### src/umc_params.svh
// Purpose: Offsets, field positions and reset values for the serial port mode control
// Assumes: 32-bit Avalon-MM word addressing in bytes
// Notes: Definitions only
`ifndef UMC_PARAMS_SVH
`define UMC_PARAMS_SVH

// ----------------------------------------
// Register offsets (byte addresses)
// ----------------------------------------
`define UMC_OFS_MODE 4'h0
`define UMC_OFS_STATUS 4'h4
`define UMC_OFS_MASK 4'h8
`define UMC_OFS_LIVE 4'hc

// ----------------------------------------
// Mode register fields
// ----------------------------------------
`define UMC_BIT_ENABLE 15
`define UMC_BIT_IDLE_STOP 13
`define UMC_BIT_IR_EN 12
`define UMC_BIT_RTS_MODE 11
`define UMC_BIT_PIN_HI 9
`define UMC_BIT_PIN_LO 8
`define UMC_BIT_WAKE 7
`define UMC_BIT_LOOPBACK 6
`define UMC_BIT_AUTO_RATE 5
`define UMC_BIT_RX_INV 4
`define UMC_BIT_HIGH_SPEED 3
`define UMC_BIT_PARITY_HI 2
`define UMC_BIT_PARITY_LO 1
`define UMC_BIT_STOP 0
`define UMC_MODE_WMASK 16'hbbff
`define UMC_MODE_RESET 16'h0000

// ----------------------------------------
// Status bits
// ----------------------------------------
`define UMC_ST_WAKE 0
`define UMC_ST_RATE_DONE 1
`define UMC_ST_WIDTH 2

`endif

### src/umc_pkg.sv
// Purpose: Types for the serial port mode control
// Assumes: Nothing
// Notes: Constants live in umc_params.svh
package umc_pkg;
  typedef enum logic [1:0] {
    UMC_PINS_TXRX,
    UMC_PINS_RTS,
    UMC_PINS_RTS_CTS,
    UMC_PINS_BCLK
  } umc_pins_t;
endpackage : umc_pkg
### src/umc_mode_control.sv
// Purpose: Mode register and pin ownership for an asynchronous serial port
// Assumes: All pin inputs synchronous to clk_sys
// Notes: Datapath, baud generator and framing live outside this block
//
// Added by the designer: the placing of the registers and the Avalon-MM register port.
`timescale 1ns/1ps
`include "umc_params.svh"

module umc_mode_control
  import umc_pkg::*;
(
  input wire logic clk_sys,
  input wire logic reset_n,
  input wire logic [3:0] avs_address,
  input wire logic avs_read,
  input wire logic avs_write,
  input wire logic [31:0] avs_writedata,
  input wire logic [3:0] avs_byteenable,
  output logic [31:0] avs_readdata,
  output logic avs_waitrequest,
  input wire logic device_idle,
  input wire logic device_sleep,
  input wire logic auto_rate_done,
  input wire logic core_tx_data,
  input wire logic core_rts,
  input wire logic core_bclk,
  input wire logic serial_receive_pin,
  input wire logic clear_to_send_pin,
  output logic core_run,
  output logic core_rx_data,
  output logic core_cts,
  output logic core_rts_simplex,
  output logic core_auto_rate,
  output logic core_parity_len_0,
  output logic core_parity_len_1,
  output logic core_stop_two,
  output logic core_high_speed,
  output logic serial_transmit_pin,
  output logic serial_transmit_oe,
  output logic request_to_send_pin,
  output logic request_to_send_oe,
  output logic baud_clock_output_pin,
  output logic baud_clock_output_oe,
  output logic pin_owned_rx,
  output logic pin_owned_cts,
  output logic irq
);

  // ----------------------------------------
  // Registers
  // ----------------------------------------
  logic [15:0] mode_q;
  logic [`UMC_ST_WIDTH-1:0] status_q;
  logic [`UMC_ST_WIDTH-1:0] mask_q;
  logic rx_prev_q;
  logic ack_q;
  logic ir_tx_q;
  logic ir_rx_q;

  // ----------------------------------------
  // Bus decode
  // ----------------------------------------
  wire req = avs_read | avs_write;
  wire take = req & ack_q;
  wire wr_mode = take & avs_write & (avs_address == `UMC_OFS_MODE);
  wire wr_status = take & avs_write & (avs_address == `UMC_OFS_STATUS);
  wire wr_mask = take & avs_write & (avs_address == `UMC_OFS_MASK);
  wire [15:0] be_mask = {{8{avs_byteenable[1]}}, {8{avs_byteenable[0]}}};
  wire [15:0] wmask = be_mask & `UMC_MODE_WMASK;

  wire enable = mode_q[`UMC_BIT_ENABLE];
  wire sleeping = device_sleep;
  wire stopped = device_idle & mode_q[`UMC_BIT_IDLE_STOP];
  wire running = enable & ~stopped & ~sleeping;
  // Codec forced off in 4x mode since pulse timing assumes 16x ticks
  wire ir_on = mode_q[`UMC_BIT_IR_EN] & ~mode_q[`UMC_BIT_HIGH_SPEED];
  wire loopback = mode_q[`UMC_BIT_LOOPBACK];
  umc_pins_t pins;
  assign pins = umc_pins_t'(mode_q[`UMC_BIT_PIN_HI:`UMC_BIT_PIN_LO]);

  wire rx_pin = serial_receive_pin ^ mode_q[`UMC_BIT_RX_INV];
  wire wake_armed = enable & mode_q[`UMC_BIT_WAKE] & sleeping;
  wire wake_fall = wake_armed & rx_prev_q & ~rx_pin;
  wire wake_rise = mode_q[`UMC_BIT_WAKE] & ~rx_prev_q & rx_pin;
  wire rate_clr = auto_rate_done & mode_q[`UMC_BIT_AUTO_RATE];

  // Software write first, hardware clear wins on the same edge
  wire [15:0] mode_w = wr_mode ? ((mode_q & ~wmask) | (avs_writedata[15:0] & wmask)) : mode_q;
  wire [15:0] hc_mask = {8'hff, ~wake_rise, 1'b1, ~rate_clr, 5'h1f};
  wire [15:0] mode_d = mode_w & hc_mask;

  wire [`UMC_ST_WIDTH-1:0] st_set = {rate_clr, wake_fall};
  wire [`UMC_ST_WIDTH-1:0] st_clr = wr_status ? avs_writedata[`UMC_ST_WIDTH-1:0] : '0;
  // Set beats clear so an event in the clearing cycle is kept
  wire [`UMC_ST_WIDTH-1:0] status_d = (status_q & ~st_clr) | st_set;

  // Encoder: plain inversion, zero bits drive the line high; decoder: a low line reads as a one
  wire tx_line = ir_on ? ~core_tx_data : core_tx_data;
  wire rx_src = loopback ? tx_line : rx_pin;
  wire rx_dec = ir_on ? ~rx_src : rx_src;

  logic [31:0] rd_mux;
  always_comb begin
    case (avs_address)
      `UMC_OFS_MODE: rd_mux = {16'h0000, mode_q};
      `UMC_OFS_STATUS: rd_mux = {30'h0, status_q};
      `UMC_OFS_MASK: rd_mux = {30'h0, mask_q};
      `UMC_OFS_LIVE: rd_mux = {29'h0, ir_on, running, rx_pin};
      default: rd_mux = 32'h0000_0000;
    endcase
  end

  // ----------------------------------------
  // Bus handshake
  // ----------------------------------------
  // A fixed wait cycle lets the read mux settle before readdata is sampled
  wire ack_d = req & ~ack_q;

  always_ff @(posedge clk_sys or negedge reset_n) begin
    if (!reset_n) begin
      ack_q <= 1'b0;
    end else begin
      ack_q <= ack_d;
    end
  end

  always_ff @(posedge clk_sys or negedge reset_n) begin
    if (!reset_n) begin
      avs_waitrequest <= 1'b1;
    end else begin
      avs_waitrequest <= ~ack_d;
    end
  end

  always_ff @(posedge clk_sys or negedge reset_n) begin
    if (!reset_n) begin
      avs_readdata <= 32'h0000_0000;
    end else begin
      avs_readdata <= rd_mux;
    end
  end

  // ----------------------------------------
  // Register state
  // ----------------------------------------
  always_ff @(posedge clk_sys or negedge reset_n) begin
    if (!reset_n) begin
      mode_q <= `UMC_MODE_RESET;
    end else begin
      mode_q <= mode_d;
    end
  end

  always_ff @(posedge clk_sys or negedge reset_n) begin
    if (!reset_n) begin
      status_q <= '0;
    end else begin
      status_q <= status_d;
    end
  end

  always_ff @(posedge clk_sys or negedge reset_n) begin
    if (!reset_n) begin
      mask_q <= '0;
    end else if (wr_mask) begin
      mask_q <= avs_writedata[`UMC_ST_WIDTH-1:0];
    end
  end

  always_ff @(posedge clk_sys or negedge reset_n) begin
    if (!reset_n) begin
      rx_prev_q <= 1'b1;
    end else begin
      rx_prev_q <= rx_pin;
    end
  end

  // ----------------------------------------
  // Interrupt
  // ----------------------------------------
  // Built from status_d so a new event reaches the pin with its status bit
  always_ff @(posedge clk_sys or negedge reset_n) begin
    if (!reset_n) begin
      irq <= 1'b0;
    end else begin
      irq <= |(status_d & mask_q);
    end
  end

  // ----------------------------------------
  // Infrared path
  // ----------------------------------------
  always_ff @(posedge clk_sys or negedge reset_n) begin
    if (!reset_n) begin
      ir_tx_q <= 1'b1;
    end else begin
      ir_tx_q <= tx_line;
    end
  end

  always_ff @(posedge clk_sys or negedge reset_n) begin
    if (!reset_n) begin
      ir_rx_q <= 1'b1;
    end else begin
      ir_rx_q <= rx_dec;
    end
  end

  // ----------------------------------------
  // Pin ownership
  // ----------------------------------------
  wire own_rts = enable & ((pins == UMC_PINS_RTS) | (pins == UMC_PINS_RTS_CTS));
  wire own_cts = enable & (pins == UMC_PINS_RTS_CTS);
  wire own_bclk = enable & (pins == UMC_PINS_BCLK);

  always_ff @(posedge clk_sys or negedge reset_n) begin
    if (!reset_n) begin
      serial_transmit_pin <= 1'b1;
    end else begin
      serial_transmit_pin <= ir_tx_q;
    end
  end

  always_ff @(posedge clk_sys or negedge reset_n) begin
    if (!reset_n) begin
      serial_transmit_oe <= 1'b0;
    end else begin
      serial_transmit_oe <= enable;
    end
  end

  always_ff @(posedge clk_sys or negedge reset_n) begin
    if (!reset_n) begin
      pin_owned_rx <= 1'b0;
    end else begin
      pin_owned_rx <= enable;
    end
  end

  always_ff @(posedge clk_sys or negedge reset_n) begin
    if (!reset_n) begin
      request_to_send_pin <= 1'b1;
    end else begin
      request_to_send_pin <= core_rts;
    end
  end

  always_ff @(posedge clk_sys or negedge reset_n) begin
    if (!reset_n) begin
      request_to_send_oe <= 1'b0;
    end else begin
      request_to_send_oe <= own_rts;
    end
  end

  always_ff @(posedge clk_sys or negedge reset_n) begin
    if (!reset_n) begin
      pin_owned_cts <= 1'b0;
    end else begin
      pin_owned_cts <= own_cts;
    end
  end

  always_ff @(posedge clk_sys or negedge reset_n) begin
    if (!reset_n) begin
      baud_clock_output_pin <= 1'b0;
      baud_clock_output_oe <= 1'b0;
    end else begin
      baud_clock_output_pin <= core_bclk;
      baud_clock_output_oe <= own_bclk;
    end
  end

  // ----------------------------------------
  // Core controls
  // ----------------------------------------
  always_ff @(posedge clk_sys or negedge reset_n) begin
    if (!reset_n) begin
      core_run <= 1'b0;
    end else begin
      core_run <= running;
    end
  end

  always_ff @(posedge clk_sys or negedge reset_n) begin
    if (!reset_n) begin
      core_rx_data <= 1'b1;
    end else begin
      core_rx_data <= ir_rx_q;
    end
  end

  always_ff @(posedge clk_sys or negedge reset_n) begin
    if (!reset_n) begin
      core_cts <= 1'b0;
    end else begin
      core_cts <= own_cts ? clear_to_send_pin : 1'b0;
    end
  end

  always_ff @(posedge clk_sys or negedge reset_n) begin
    if (!reset_n) begin
      core_rts_simplex <= 1'b0;
    end else begin
      core_rts_simplex <= mode_q[`UMC_BIT_RTS_MODE];
    end
  end

  always_ff @(posedge clk_sys or negedge reset_n) begin
    if (!reset_n) begin
      core_auto_rate <= 1'b0;
    end else begin
      core_auto_rate <= mode_q[`UMC_BIT_AUTO_RATE];
    end
  end

  always_ff @(posedge clk_sys or negedge reset_n) begin
    if (!reset_n) begin
      core_parity_len_0 <= 1'b0;
      core_parity_len_1 <= 1'b0;
    end else begin
      core_parity_len_0 <= mode_q[`UMC_BIT_PARITY_LO];
      core_parity_len_1 <= mode_q[`UMC_BIT_PARITY_HI];
    end
  end

  always_ff @(posedge clk_sys or negedge reset_n) begin
    if (!reset_n) begin
      core_stop_two <= 1'b0;
    end else begin
      core_stop_two <= mode_q[`UMC_BIT_STOP];
    end
  end

  always_ff @(posedge clk_sys or negedge reset_n) begin
    if (!reset_n) begin
      core_high_speed <= 1'b0;
    end else begin
      core_high_speed <= mode_q[`UMC_BIT_HIGH_SPEED];
    end
  end

endmodule : umc_mode_control

### config.mk
export PLATFORM = sky130hd
export DESIGN_NAME = umc_mode_control
export DESIGN_NICKNAME = d
export VERILOG_FILES = /design/src/umc_pkg.sv /design/src/umc_mode_control.sv
export VERILOG_INCLUDE_DIRS = /design/src
export SDC_FILE = /design/constraint.sdc
export NUM_CORES = 1
export LEC_CHECK = 0
export BUFFER_PORTS_ARGS = -buffer_cell sky130_fd_sc_hd__buf_2
export CAP_MARGIN = 10
export CORE_MARGIN = 2
export CORE_UTILIZATION = 42
export DETAILED_ROUTE_END_ITERATION = 8
export GPL_ROUTABILITY_DRIVEN = 0
export GPL_TIMING_DRIVEN = 0
export PLACE_DENSITY = 0.73
export SLEW_MARGIN = 20
export SYNTH_ARGS = -nofsm -noshare
export SYNTH_HDL_FRONTEND = slang
export SYNTH_SLANG_ARGS = --single-unit
### constraint.sdc
create_clock -name clk_sys -period 1.5 [get_ports clk_sys]
set_input_delay 0.15 -clock clk_sys [delete_from_list [all_inputs] [get_ports clk_sys]]
set_output_delay 0.15 -clock clk_sys [all_outputs]
set_load 0.02 [all_outputs]
# Word-level counts from Yosys, hierarchy flattened

Cells that the tools add are included.

Equality and inequality tests: 6
Muxes and demuxes: 7
Bitwise operators: 43
Reduce and logical (&&, ||, !) cells: 2

Operator list:

| cell                                          | number |
|---|---|
| one-hot mux 16 bit (4 select lines)           | 1 |
| AND 16 bit                                    | 3 |
| AND 1 bit                                     | 20 |
| 2-to-1 mux 16 bit                             | 1 |
| inverter 16 bit                               | 1 |
| bitwise OR 16 bit                             | 1 |
| inverter 1 bit                                | 11 |
| == test 4 bit, second input constant          | 2 |
| AND 2 bit                                     | 2 |
| == test 2 bit, second input constant          | 2 |
| == test 4 x 3 -> 1 bit, second input constant | 1 |
| zero test 4 bit                               | 1 |
| 2-to-1 mux 1 bit                              | 4 |
| == test 2 x 1 -> 1 bit, second input constant | 1 |
| 2-to-1 mux 2 bit                              | 1 |
| inverter 2 bit                                | 1 |
| bitwise OR 1 bit                              | 2 |
| bitwise OR 2 bit                              | 1 |
| OR reduction 2 bit                            | 1 |
| XOR 1 bit                                     | 1 |

Register bits after elaboration: 58
Input port bits: 52
Output and inout bits: 51
Word-level logic and storage cells: 84

# Longest topological paths before layout

Depth after elaboration: 10
Gate-level depth with buffers: 5
Gate-level depth less buffers: 3

# Least setup slack after synthesis

No wires, ideal clock.

Path type: in2reg
From: in avs_address[3]
To: reg (tool-made name)
Library setup time: 125 ps
Arrival time: 1333 ps
Required time: 1375 ps
Slack: 42 ps
Cell stages on the path: 5
Path buffers: 2
Cells stage by stage: buf_6 -> nor4_4 -> and4_1 -> buf_6 -> mux2_4

RTL lines:

| element            | line                   | RTL |
|---|---|---|
| start: declaration | umc_mode_control.sv:14 | `input wire logic [3:0] avs_address,` |

# Worst setup path in the final report

From: reg ack_q
To: reg mask_q[0]

Longest elaborated chain between the ends: 3

RTL lines:

| element                  | line                    | RTL |
|---|---|---|
| start: declaration       | umc_mode_control.sv:56  | `logic ack_q;` |
| start signal: assignment | umc_mode_control.sv:123 | `ack_q <= ack_d;` |
| AND 1 bit                | umc_mode_control.sv:64  | `wire take = req & ack_q;` |
| AND 1 bit (2 in series)  | umc_mode_control.sv:67  | `` wire wr_mask = take & avs_write & (avs_address == `UMC_OFS_MASK); `` |
| end signal: assignment   | umc_mode_control.sv:166 | `` mask_q <= avs_writedata[`UMC_ST_WIDTH-1:0]; `` |
| end: declaration         | umc_mode_control.sv:54  | `` logic [`UMC_ST_WIDTH-1:0] mask_q; `` |

Every way passes these cells.
A chain may end at the register's enable or synchronous reset.

==> metrics.md <==
| Metric | Value |
|---|---|
| Status | finished, final reports clean |
| Die Wd | 76.4 µm |
| Avg Synthesized Cell Area | 13.9 µm² |
| Crit end category | flip-flop |
| Fin. max-slew vios | 0 |
| DR vias | 1,402 |
| Critical Path RT | 1.69 ns |
| DRC | 0 |
| Vias in the first global route | 1,377 |
| Initial cell density of the core | 43.4% |
| Period Utilization, post-route | 92.3% |
| Crit Path Max Fanout | 7 |
| Synth area leaders | dfrtp_1 53%, dfstp_2 8.4%, buf_4 6.5% |
| Post-synth top cells | 47 x dfrtp_1, 19 x buf_4, 14 x and2_1 |
| Core region area | 0.00507 mm² |
| Combinational share of power | 17.4% |
| 1st-iter DRT viols | 43 |
| Clk sink count | 54 |
| Reported net switching power | 861 µW |
| Sequential area share after synthesis | 61.8% |
| Synth warnings | 0 |
| Worst Tran Pin Value | 0.640 ns |
| EDFF count, synth | 0 |
| Root Buffer | clkbuf_8 |
| Reg power frac | 56.2% |
| Clock Power Share | 26.4% |
| RSZ-0062 raised after global routing | no |
| Most numerous cell in the Yosys netlist | dfrtp_1 |
| Total negative slack | 0 ns |
| Internal power | 2230 µW |
| # port buffers | 62 |
| Gr usage total | 13.8% |
| Hold WS | 0.0120 ns |
| Largest net degree at the start of global routing | 55 |
| Worst vdd ir | 0.000558 V |
| WL final | 3880 µm |
| Overall power | 3100 µW |
| Final nets | 301 |
| Finish-stage setup viols | 0 |
| I/O pins | 103 |
| Clock Latency Late Sink | 0.30 ns |
| Placed insts | 307 |
| Final Hold Viols | 0 |
| Sw Share | 27.8% |
| Synthesized flop and latch total | 54 |
| Distinct cells, synth | 40 |
| Reg clk slew, reported paths | 0.09 ns |
| Post-CTS Setup Bufs | 0 |
| ANT nets after route | 0 |
| Power Density | 1110 mW/mm² |
| P_leak | 0.00153 µW |
| Worst setup startpoint | ack_q$_DFF_PN0_ |
| Synth area leader | dfrtp_1 |
| Die Ht | 76.4 µm |
| Global-route wire length before repair | 6310 µm |
| DP HPWL | 2880 µm |
| Final Skew | 0.00590 ns |
| Final Critical Period | 1.38 ns |
| CTS tree | done |
| Die footprint | 0.00584 mm² |
| Remaining Overflow, GRT | 0 |
| Critical R2R Launch | ack_q$_DFF_PN0_ |
| Mapped Area | 0.00220 mm² |
| Min-Delay Path Class | in -> reg |
| Post-synth ARST share | 100% |
| H-tree depth | 2 |
| Cells after synthesis | 158 |
| Crit path arrival time | 1.57 ns |
| Max cap viols | 0 |
| Initial antenna violation count | 0 |
| Diodes inserted | 0 |
| Area added between synthesis and finish | 27.2% |
| Pre-antenna DRT Iters | 4 |
| Slew HR | 57.4% |
| Vias per std cell | 4.41 |
| Finished Layout Cells | 318 |
| Worst hold start | core_tx_data |
| CP Launch Type | flip-flop |
| Layout cell share with drive strength beyond 1 | 47.6% |
| Number of CTS-inserted buffers | 5 |
| Clock buffer depth | 2 |
| Fmax | 723 MHz |
| Num rows | 26 |
| Routed WL per cell | 12.2 µm |
| Layout fillers | 444 |
| Top FF cell, synth | dfrtp_1 |
| Share of the synthesized area in the top cell type | 53.4% |
| WS Path Type | reg -> reg |
## power by group through the flow
stage          Clock, µW  Combinational [µW]  Sequential [µW]
6_report             818                 537             1740
5_1_grt              909                 585             1760
4_1_cts              846                 541             1740
3_5_place_dp           0                 534             1770
3_3_place_gp           0                 523             1760
2_1_floorplan          0                 269             1830
## placed cells by master, fill, tap and decap left out, types with 3 or more instances in the layout
master / netlist / final
a31oi_1: 3 / 3
inv_1: 4 / 4
clkbuf_8: 0 / 5
o21ai_0: 3 / 3
mux2_2: 9 / 9
conb_1: 1 / 18
dlygate4sd3_1: 0 / 3
and2_1: 14 / 14
buf_4: 19 / 20
dfstp_2: 7 / 7
dfrtp_1: 47 / 47
buf_6: 3 / 3
mux2_4: 6 / 6
buf_2: 0 / 61
nand2_1: 6 / 6
nor2_1: 4 / 4
## through the flow
stage | setup WS (ns) | cell area, µm² | util [%]
floorplan | 0.0422 | 2260 | -
global placement | -0.0870 | 2660 | 52.5
detailed placement | -0.0887 | 2670 | 52.5
CTS | 0.0542 | 2790 | 55.0
global route | 0.000169 | 2800 | 55.2
finish | 0.116 | 2800 | 55.2
## critical path: stages (launching register included)
cell	delay, ns
dfrtp_1	0.47
nand3_1	0.11
nor4_1	0.32
mux2_2	0.38
## area by class of cell
type	instances	area [µm²]	share of cell area, %
clock buffers	5	68.8	2.46
plain buffers	23	180	6.43
repair buffers	65	343	12.2
clock inverters	3	28.8	1.03
well taps	70	87.6	3.13
inverters	4	15.0	0.536
multi-input cells	94	717	25.6
flip-flops and latches	54	1360	48.6
## per-layer routing
metal | global-route usage, % | vias to the layer above | wire [µm]
met2 | 24.8 | 39 | 2090
met4 | 5.27 | 0 | 51
met5 | 0 | - | 0
met3 | 3.20 | 4 | 182
met1 | 16.1 | 675 | 1560
li1 | - | 684 | -
## kinds of logic after synthesis
group           synth area share [%]
flops                           61.8
compound gates                  3.98
fa+ha+maj                       1.14
mux                             10.3
xor+xnor                        1.19
other cells                    0.170
buf+inv                         8.87
simple gates                    12.5
## path summary, 6_finish.rpt
check / end / slack [ns] / depth (start not counted)
worst min-delay path: ir_tx_q$_DFF_PN1_ / 0.01 / 2
max in group asynchronous: avs_readdata[6]$_DFF_PN0_ / 0.65 / 2
worst max-delay path: mask_q[0]$_DFFE_PN0P_ / 0.12 / 3
worst max register to register: mask_q[0]$_DFFE_PN0P_ / 0.12 / 3
worst min register to register: serial_transmit_pin$_DFF_PN1_ / 0.36 / 0
min in group asynchronous: async pin / 0.42 / 2
## what timing repair did
item / 4_1_cts / 5_1_grt
endpoints found under the hold margin: 49 / 0
gates resized for setup: 0 / 1
setup endpoints to repair: 0 / 1
hold buffers: 3 / 0
Power figures use the tool's default switching activity.
